--- src/core/mre_pkg.sv ---
// constants shared by the move-and-return execution block and its return stack
package mre_pkg;
   localparam int          ACC_W        = 8;
   localparam int          FILE_ADDR_W  = 7;
   localparam int          PC_W         = 13;
   localparam int          INSTR_W      = 14;
   localparam int          STACK_DEPTH  = 8;
   localparam int          STACK_PTR_W  = 3;
   localparam int          GIE_BIT      = 7;

   localparam logic [7:0]  ACC_RESET    = 8'h00;
   localparam logic [12:0] PC_RESET     = 13'h0000;
   localparam logic [12:0] PC_STEP      = 13'h0001;
   localparam logic        GIE_RESET    = 1'b0;
   localparam logic [2:0]  PTR_RESET    = 3'h0;
   localparam logic [2:0]  PTR_STEP     = 3'h1;
   localparam logic        READY_RESET  = 1'b1;
   localparam logic        FILE_WR_RESET = 1'b0;
   localparam logic [6:0]  FILE_ADDR_RESET = 7'h00;

   // opcode patterns: a word matches when (word & mask) == pattern
   localparam logic [13:0] MASK_FULL    = 14'h3fff;
   localparam logic [13:0] MASK_COPY    = 14'h3f80;
   localparam logic [13:0] OP_COPY      = 14'h0080;
   localparam logic [13:0] MASK_LIT     = 14'h3c00;
   localparam logic [13:0] OP_LOAD_LIT  = 14'h3000;
   localparam logic [13:0] OP_RET_LIT   = 14'h3400;
   localparam logic [13:0] MASK_IDLE    = 14'h3f9f;
   localparam logic [13:0] OP_IDLE      = 14'h0000;
   localparam logic [13:0] OP_RET_INT   = 14'h0009;
   localparam logic [13:0] OP_RET_SUB   = 14'h0008;

   typedef enum logic [1:0] {
      MRE_EXEC  = 2'b01,
      MRE_FLUSH = 2'b10
   } mre_state_t;
endpackage

--- src/core/mre_stack.sv ---
// eight-entry circular hardware return stack
`timescale 1ns/1ps
`default_nettype none
module mre_stack (
   input  wire logic        clk_sys,
   input  wire logic        rst_n,
   input  wire logic        pushEn,
   input  wire logic [12:0] pushAddr,
   input  wire logic        popEn,
   output logic      [12:0] topEntry
);
   logic [12:0] mem [mre_pkg::STACK_DEPTH];
   logic [2:0]  ptr;
   logic [2:0]  next_ptr;
   logic [2:0]  topIdx;
   logic        wrEn;
   logic [2:0]  wrIdx;

   // ptr points at the next free slot; wrapping is deliberate, overflow silently overwrites the oldest
   always_comb begin
      topIdx   = ptr - mre_pkg::PTR_STEP;
      topEntry = mem[topIdx];
      next_ptr = ptr;
      wrEn     = 1'b0;
      wrIdx    = ptr;
      if (popEn && pushEn) begin
         // pop and push together replace the top entry, depth unchanged
         wrEn  = 1'b1;
         wrIdx = topIdx;
      end else if (popEn) begin
         next_ptr = topIdx;
      end else if (pushEn) begin
         wrEn     = 1'b1;
         next_ptr = ptr + mre_pkg::PTR_STEP;
      end
   end

   always_ff @(posedge clk_sys) begin
      if (!rst_n) begin
         ptr <= mre_pkg::PTR_RESET;
      end else begin
         ptr <= next_ptr;
      end
   end

   // entries carry no reset: contents are only meaningful after a push
   always_ff @(posedge clk_sys) begin
      if (wrEn) begin
         mem[wrIdx] <= pushAddr;
      end
   end
endmodule
`default_nettype wire

--- src/core/mre_exec.sv ---
// execution of the data-move, idle and return instruction group
`timescale 1ns/1ps
`default_nettype none
// Overview of operation
// RQ1: copy_acc_to_file writes accumulator to 7-bit file address, one cycle, no flags.
// RQ2: load_literal_to_acc loads the 8-bit literal into accumulator, one cycle, no flags.
// RQ3: return_from_interrupt_op pops stack, PC gets stack_top_entry, two cycles, no flags.
// RQ4: return_from_interrupt_op also sets global_interrupt_enable, bit 7 of interrupt_control_reg.
// RQ5: return_with_literal_op loads literal into accumulator and PC from popped top, two cycles.
// RQ6: subroutine return pops stack, PC gets stack_top_entry, two cycles, no flags.
// RQ7: idle_instruction takes one cycle and changes nothing except the PC advance.
module mre_exec (
   input  wire logic        clk_sys,
   input  wire logic        rst_n,
   input  wire logic        instrValid,
   input  wire logic [13:0] instrWord,
   input  wire logic        pushEn,
   input  wire logic [12:0] pushAddr,
   input  wire logic        gieClear,
   input  wire logic        intCtrlWrEn,
   input  wire logic [7:0]  intCtrlWrData,
   output logic             instrReady,
   output logic      [7:0]  acc,
   output logic      [12:0] pc,
   output logic             fileWrEn,
   output logic      [6:0]  fileAddr,
   output logic      [7:0]  fileData,
   output logic             globalIntEnable
);
   mre_pkg::mre_state_t state;
   mre_pkg::mre_state_t next_state;
   logic        next_instrReady;
   logic [7:0]  next_acc;
   logic [12:0] next_pc;
   logic        next_fileWrEn;
   logic [6:0]  next_fileAddr;
   logic [7:0]  next_fileData;
   logic        next_globalIntEnable;

   logic        take;
   logic        isCopy;
   logic        isLoadLit;
   logic        isRetLit;
   logic        isIdle;
   logic        isRetInt;
   logic        isRetSub;
   logic        popEn;
   logic [12:0] topEntry;

   mre_stack u_stack (
      .clk_sys  (clk_sys),
      .rst_n    (rst_n),
      .pushEn   (pushEn),
      .pushAddr (pushAddr),
      .popEn    (popEn),
      .topEntry (topEntry)
   );

   // decode
   always_comb begin
      take      = instrValid && (state == mre_pkg::MRE_EXEC);
      isCopy    = (instrWord & mre_pkg::MASK_COPY) == mre_pkg::OP_COPY;
      isLoadLit = (instrWord & mre_pkg::MASK_LIT) == mre_pkg::OP_LOAD_LIT;
      isRetLit  = (instrWord & mre_pkg::MASK_LIT) == mre_pkg::OP_RET_LIT;
      isIdle    = (instrWord & mre_pkg::MASK_IDLE) == mre_pkg::OP_IDLE;
      isRetInt  = (instrWord & mre_pkg::MASK_FULL) == mre_pkg::OP_RET_INT;
      isRetSub  = (instrWord & mre_pkg::MASK_FULL) == mre_pkg::OP_RET_SUB;
      popEn     = take && (isRetInt || isRetLit || isRetSub); // see RQ3 see RQ5 see RQ6
   end

   // sequencing: a return spends its second cycle in flush, where no word is taken
   always_comb begin
      next_state = state;
      case (state)
         mre_pkg::MRE_EXEC: begin
            if (popEn) begin
               next_state = mre_pkg::MRE_FLUSH; // see RQ3 see RQ5 see RQ6
            end
         end
         mre_pkg::MRE_FLUSH: begin
            next_state = mre_pkg::MRE_EXEC;
         end
         default: begin
            next_state = mre_pkg::MRE_EXEC;
         end
      endcase
      next_instrReady = (next_state == mre_pkg::MRE_EXEC);
   end

   always_ff @(posedge clk_sys) begin
      if (!rst_n) begin
         state      <= mre_pkg::MRE_EXEC;
         instrReady <= mre_pkg::READY_RESET;
      end else begin
         state      <= next_state;
         instrReady <= next_instrReady;
      end
   end

   // accumulator: only the two literal instructions write it
   always_comb begin
      next_acc = acc;
      if (take && isRetLit) begin
         next_acc = instrWord[7:0]; // see RQ5
      end else if (take && isLoadLit) begin
         next_acc = instrWord[7:0]; // see RQ2
      end else if (take && isIdle) begin
         next_acc = acc; // see RQ7
      end
   end

   always_ff @(posedge clk_sys) begin
      if (!rst_n) begin
         acc <= mre_pkg::ACC_RESET;
      end else begin
         acc <= next_acc;
      end
   end

   // program counter: a return jumps; any other taken word, even one outside this group, steps by one
   always_comb begin
      next_pc = pc;
      if (popEn) begin
         next_pc = topEntry; // see RQ3 see RQ6
      end else if (take) begin
         next_pc = pc + mre_pkg::PC_STEP; // see RQ7
      end
   end

   always_ff @(posedge clk_sys) begin
      if (!rst_n) begin
         pc <= mre_pkg::PC_RESET;
      end else begin
         pc <= next_pc;
      end
   end

   // file write port: address and data hold between writes, only the one-cycle strobe marks a new one
   always_comb begin
      next_fileWrEn = 1'b0;
      next_fileAddr = fileAddr;
      next_fileData = fileData;
      if (take && isCopy) begin
         next_fileWrEn = 1'b1; // see RQ1
         next_fileAddr = instrWord[6:0];
         next_fileData = acc;
      end
   end

   always_ff @(posedge clk_sys) begin
      if (!rst_n) begin
         fileWrEn <= mre_pkg::FILE_WR_RESET;
         fileAddr <= mre_pkg::FILE_ADDR_RESET;
         fileData <= mre_pkg::ACC_RESET;
      end else begin
         fileWrEn <= next_fileWrEn;
         fileAddr <= next_fileAddr;
         fileData <= next_fileData;
      end
   end

   // interrupt enable: the return sets it and wins over an interrupt-entry clear in the same cycle
   always_comb begin
      next_globalIntEnable = globalIntEnable;
      if (intCtrlWrEn) begin
         next_globalIntEnable = intCtrlWrData[mre_pkg::GIE_BIT];
      end
      if (gieClear) begin
         next_globalIntEnable = 1'b0;
      end
      if (take && isRetInt) begin
         next_globalIntEnable = 1'b1; // see RQ4
      end
   end

   always_ff @(posedge clk_sys) begin
      if (!rst_n) begin
         globalIntEnable <= mre_pkg::GIE_RESET;
      end else begin
         globalIntEnable <= next_globalIntEnable;
      end
   end
endmodule
`default_nettype wire

--- config.mk ---
export PLATFORM = sky130hd
export DESIGN_NAME = mre_exec
export DESIGN_NICKNAME = d
export VERILOG_FILES = /design/src/core/mre_pkg.sv /design/src/core/mre_stack.sv /design/src/core/mre_exec.sv
export SDC_FILE = /design/constraint.sdc
export NUM_CORES = 1
export LEC_CHECK = 0
export ABC_AREA = 1
export BUFFER_PORTS_ARGS = -buffer_cell sky130_fd_sc_hd__buf_2
export CORE_ASPECT_RATIO = 1.2
export CORE_MARGIN = 5
export CORE_UTILIZATION = 53
export DETAILED_ROUTE_END_ITERATION = 8
export PLACE_DENSITY = 0.84
export SLEW_MARGIN = 20
export SYNTH_ARGS = -nofsm -noshare
export SYNTH_HDL_FRONTEND = slang
export SYNTH_HIERARCHICAL = 1
export SYNTH_SLANG_ARGS = --single-unit
--- constraint.sdc ---
create_clock -name clk_sys -period 2.4 [get_ports clk_sys]
set_clock_uncertainty 0.05 [all_clocks]
set_input_delay 0.12 -clock clk_sys [delete_from_list [all_inputs] [get_ports clk_sys]]
set_output_delay 0.12 -clock clk_sys [all_outputs]
set_load 0.02 [all_outputs]
==> impl_metrics.ini, run 1 <==
[run_status]
status = completed

[synthesis]
ys_seq_area_share_pct = 58.6
synth.net_count = 833
netlist-cell-type-count = 34
syn_area_sq_mm = 0.00684
synth_top_area_share_pct = 45.7
synth.area.top_cells = edfxtp_1, dfxtp_1, nand2_1
synth_cells = 787
synth_top_cell_by_area = edfxtp_1
ys_ff_latch = 148
yosysWarnings = 6
syn_avg_cell_area_sq_um = 8.69

[route]
wl_met1_mm = 6.10
first_iter_violations = 427
drc_errors = 0
top_layer = met4
antenna_left = 0
avgViaCountPerCell = 4.98
dr_wl_met2_mm = 7.58
avgRoutedWirePerCell_um = 14.1
routed-wl-met3_mm = 1.01
wl_mm = 15.1
dr.pass1.iters = 4
dr_total_vias = 5337

[worst_setup_path]
worstPathArrival_ns = 2.23
start_kind = register
required_ns = 2.47
timing.rr.start = state[0]$_SDFF_PN1_
critPathLaunch = state[0]$_SDFF_PN1_
critical_path_class = register to register
end_kind = register
cp_max_fo = 8

[timing]
period_needed_ns = 2.15
period_share_pct = 89.8
grt_setup_unrepaired = false
worst_pin_slew_ns = 0.627
hold_ws_ns = 0.0917
slew-limit-headroom_pct = 58.2
report.final.setup_viol = 0
maxSlewViolCount = 0
setup_tns_ns = 0
fmax_ghz = 0.464
finalHoldViolCount = 0

[layout]
fin_cells = 1072
final_common_cell = nand2_1
syn2layout_area_growth_pct = 21.4
layout.nets = 941
final_cell_mix = nand2_1, edfxtp_1, inv_1
diodes = 0
final_layout_size_suffix_gt1_share_pct = 21.3

[clock_network]
clkTransAtPathRegs_ns = 0.07
cts-root-buf = clkbuf_16
cts_buffers = 17
clk_latency_ns = 0.42
clockBufferDepth = 2
htree_num_levels = 4
clock-sinks = 148
cts_tree = yes
post_cts_resized = 0

[job]
max_cap_viol_count = 0

[placement]
dp_cells = 1017
gp_congestion = 0.858
post-dp-hpwl_mm = 9.61
io_buffers = 72

[grt]
overflow = 0
grtUsageTotal_pct = 20.5
grt_pass1_vias = 5107
grt_pass1_wl_mm = 24.7
grt_start_max_net_pins = 56
antenna_found_initial = 0

[floorplan]
io_pins = 80
core_sq_mm = 0.0127
die-area_sq_mm = 0.0153
rows = 45
start_util_pct = 54.0
die_x_um = 114
die_h_um = 134

[power]
leakagePower_nw = 3.86
ir_drop_mv = 0.537
p_per_area_mw_per_mm2 = 742

[worst_hold_path]
hp-start = instrWord[2]
hold_class = input port to register
==> sequential cells by signal (all words and copies together) (netlist names) <==
signal,cells
acc,8
globalIntEnable,1
fileAddr,7
instrReady,1
u_stack/mem,104
state,2
pc,13
u_stack/ptr,3
fileData,8
fileWrEn,1
==> routing by layer <==
metal  vias to the layer above  GRT usage, %
met1                      2416          25.6
met3                        33          3.29
met5                         -             0
met4                         0          9.49
li1                       2678             -
met2                       210          34.8
==> Yosys cell counts <==
master and count:
a21boi_0 1, nor2_4 3, nand2_4 1, or2_1 2, clkbuf_1 5, nor2_2 2, buf_4 1, nand3_2 1
a21oi_1 21, clkinv_1 1, buf_2 11, a21oi_2 7, dfxtp_1 44, nor2_1 72, nand2_1 234, a21o_1 1
nand3_4 1, inv_1 97, nand4_1 2, nand2_2 5, xnor2_1 3, o211ai_1 1, ha_1 5, o21ai_0 27
edfxtp_1 104, and3_1 1, inv_2 46, buf_1 3, nand3_1 66, o21ai_1 5, xor2_1 5, buf_6 7
or2_0 1, and2_1 1
==> final timing paths <==
check                           slack [ns]  cells after the start                      endpoint
worst min register to register        0.43                      2      fileData[6]$_SDFFE_PN0P_
worst max register to register        0.25                     10   u_stack/mem[7][1]$_DFFE_PP_
worst min-delay path                  0.09                      6  globalIntEnable$_SDFFE_PN0P_
worst max-delay path                  0.25                     10   u_stack/mem[7][1]$_DFFE_PP_
==> metrics by stage <==
stage               total power, mW  instance area, sq um  setup WS (ns)  util [%]
floorplan                      3.36                  6840         -0.158         -
global placement               3.58                  7480         0.0859      59.1
detailed placement             3.60                  7480       -0.00442      59.1
CTS                            6.20                  8300          0.263      65.5
global route                   6.41                  8300         0.0540      65.5
finish                         6.16                  8300          0.245      65.5
==> power by group <==
| part | leakage, nW | switching, mW | internal [mW] |
|---|---|---|---|
| Combinational | 2.27 | 0.504 | 0.260 |
| Sequential | 1.30 | 0.0287 | 2.80 |
| Clock | 0.289 | 1.17 | 1.40 |
| Total | 3.86 | 1.70 | 4.46 |
==> repair_timing <==
item                                    4_1_cts  5_1_grt
hold endpoints to repair                    120        0
setup buffers                                 0        0
endpoints found under the setup margin        0        0
hold buffers                                 23        0
==> cells by family after synthesis <==
group	Yosys count	synth area share, %
flops	148	58.6
xor+xnor	8	1.02
simple gates	392	24.0
buf+inv	171	10.4
fa+ha+maj	5	0.915
compound gates	63	5.11
==> layout make-up <==
type,count,area [sq um]
fillers,988,4370
multi-input cells,468,2130
inverters,144,541
repair buffers,116,836
clock buffers,17,425
clock inverters,15,164
flip-flops and latches,148,4000
well taps,164,205
==> worst max-delay path: stages (launching register included) <==
cell	delay, ns
dfxtp_1	0.32
nand2_1	0.08
nor2_4	0.14
nand2_4	0.06
inv_2	0.06
ha_1	0.32
inv_2	0.07
nand2_1	0.10
o211ai_1	0.21
nor2_1	0.24
buf_4	0.21
Note: power is estimated with default switching activity, not from simulation.
==> run 2, diff against run 1 <==
--- a/config.mk
+++ b/config.mk
@@ -6,7 +6,7 @@
 export NUM_CORES = 1
 export LEC_CHECK = 0
 export ABC_AREA = 1
-export BUFFER_PORTS_ARGS = -buffer_cell sky130_fd_sc_hd__buf_2
+export BUFFER_PORTS_ARGS = -buffer_cell sky130_fd_sc_hd__buf_4
 export CORE_ASPECT_RATIO = 1.2
 export CORE_MARGIN = 5
 export CORE_UTILIZATION = 53
==> run 2 against run 1 <==
Core utilization up 1.4 points. Sequential share of layout area down 1.0 points. Non-clock buffer count unchanged. Flip-flop and latch count unchanged. Design area up 2.1%. Maximum frequency up 1.7%. Critical path type unchanged. Via count up 0.45%. Combinational power up 2%.
==> impl_metrics.ini, run 2 (same netlist as run 1, synthesis figures left out) <==
[grt]
use_met1_pct = 23.1
grtUsageMet3_pct = 4.69
grtUsageTotal_pct = 20.0
grt_pass1_vias = 5132
antenna_found_initial = 0
grt_start_max_net_pins = 56
grt_pass1_wl_mm = 24.1
met2_usage_pct = 35.5
busiest_layer = met2
overflow = 0

[worst_setup_path]
required_ns = 2.69
rr_worst_depth = 12
reg2reg_slack_ns = 0.28
worst_r2r_endpoint = pc[5]$_SDFFE_PN0P_
cp_max_fo = 20
end_kind = register
timing.rr.start = u_stack/ptr[1]$_SDFFE_PN0P_
start_kind = register
critical_path_class = register to register
worstPathArrival_ns = 2.41

[timing]
report.final.setup_viol = 0
fmax_ghz = 0.472
grt_setup_unrepaired = false
worst_pin_slew_ns = 0.633
slew-limit-headroom_pct = 57.8
maxSlewViolCount = 0
hold_ws_ns = 0.0105
period_needed_ns = 2.12
period_share_pct = 88.3
worst_slack_ns = 0.281
finalHoldViolCount = 0

[placement]
io_buffers = 72
post-dp-hpwl_mm = 9.32
dp_cells = 1018
preCtsSetupSlack_ns = 0.0185
gp_congestion = 0.849

[worst_hold_path]
hold_path_depth = 3
min_to = acc[7]$_SDFFE_PN0P_
hold_class = input port to register
hp-start = instrWord[7]

[floorplan]
die_x_um = 114
start_util_pct = 54.0
die-area_sq_mm = 0.0153
io_pins = 80
rows = 45
die_h_um = 134
core_sq_mm = 0.0127

[route]
dr_total_vias = 5361
avgViaCountPerCell = 5.01
wl_mm = 15.0
antenna_left = 0
first_iter_violations = 383
dr.pass1.iters = 5
avgRoutedWirePerCell_um = 14.0
drc_errors = 0

[clock_network]
cts_tree = yes
cts-root-buf = clkbuf_16
post_cts_buffers = 0
clkTransAtPathRegs_ns = 0.06
post_cts_resized = 0
cts_buffers = 17
clock-sinks = 148
clk_latency_ns = 0.42
ctsHoldBuffers = 22
clockBufferDepth = 2
htree_num_levels = 4

[layout]
largest_register_ffs = 104
fillers = 920
final_layout_size_suffix_gt1_share_pct = 21.3
top_register = u_stack/mem
final_cell_mix = nand2_1, edfxtp_1, inv_1
diodes = 0
fin_cells = 1071
syn2layout_area_growth_pct = 24.0
final_common_cell = nand2_1
top_regs = u_stack/mem (104), pc (13)
layout.nets = 941

[power]
leakagePower_nw = 3.89
p_per_area_mw_per_mm2 = 755
ir_drop_mv = 0.653
p_total_mw = 6.40

[run_status]
status = completed

[job]
max_cap_viol_count = 0
[run 2: changes by cell type in the layout (fill, tap and decap cells not counted), sizes merged]
cell and delta:
buf +1, bufinv +4, clkinv -1, clkinvlp +1, dlygate4sd3 -1, inv -5
[run 2: worst max-delay path, stage by stage (launching register included)]
cell	delay (ns)
dfxtp_1	0.39
inv_1	0.08
ha_1	0.34
inv_2	0.17
buf_12	0.18
nand3_1	0.14
nand2_1	0.11
nand2_1	0.07
nand2_1	0.12
inv_1	0.05
a21oi_1	0.14
nand2_1	0.09
a21oi_2	0.11
[run 2: power by group]
group	switching [mW]	internal, mW
Clock	1.04	1.75
Combinational	0.502	0.277
Sequential	0.0286	2.80
[run 2: per-stage QoR]
stage	area [sq um]	setup TNS, ns	utilization, %
after detailed placement	7630	0	60.2
final	8480	0	66.9
after global routing	8480	0	66.9
after CTS	8480	0	66.9
after floorplan	6840	-11.77	-
after global placement	7630	0	60.2
[run 2: layout make-up]
type | instances | area [sq um] | share of cell area (%)
clock buffers | 17 | 425 | 5.02
clock inverters | 14 | 199 | 2.35
inverters | 144 | 541 | 6.38
multi-input cells | 468 | 2130 | 25.1
flip-flops and latches | 148 | 4000 | 47.2
well taps | 164 | 205 | 2.42
repair buffers | 116 | 976 | 11.5
[run 2: worst max-delay path by stage]
stage,from,endpoint,depth (start not counted)
global placement,instrWord[9],u_stack/mem[1][7]$_DFFE_PP_,13
detailed placement,instrWord[9],u_stack/mem[1][7]$_DFFE_PP_,13
global route,state[0]$_SDFF_PN1_,u_stack/mem[1][3]$_DFFE_PP_,10
floorplan,instrWord[9],u_stack/mem[1][0]$_DFFE_PP_,11
finish,u_stack/ptr[1]$_SDFFE_PN0P_,pc[5]$_SDFFE_PN0P_,12
CTS,u_stack/ptr[1]$_SDFFE_PN0P_,pc[5]$_SDFFE_PN0P_,12
[run 2: routing by layer]
metal	wire (um)	part of all wire, %
met5	0	0
met4	281	1.9
met3	1040	6.9
met2	7670	51
met1	5990	40
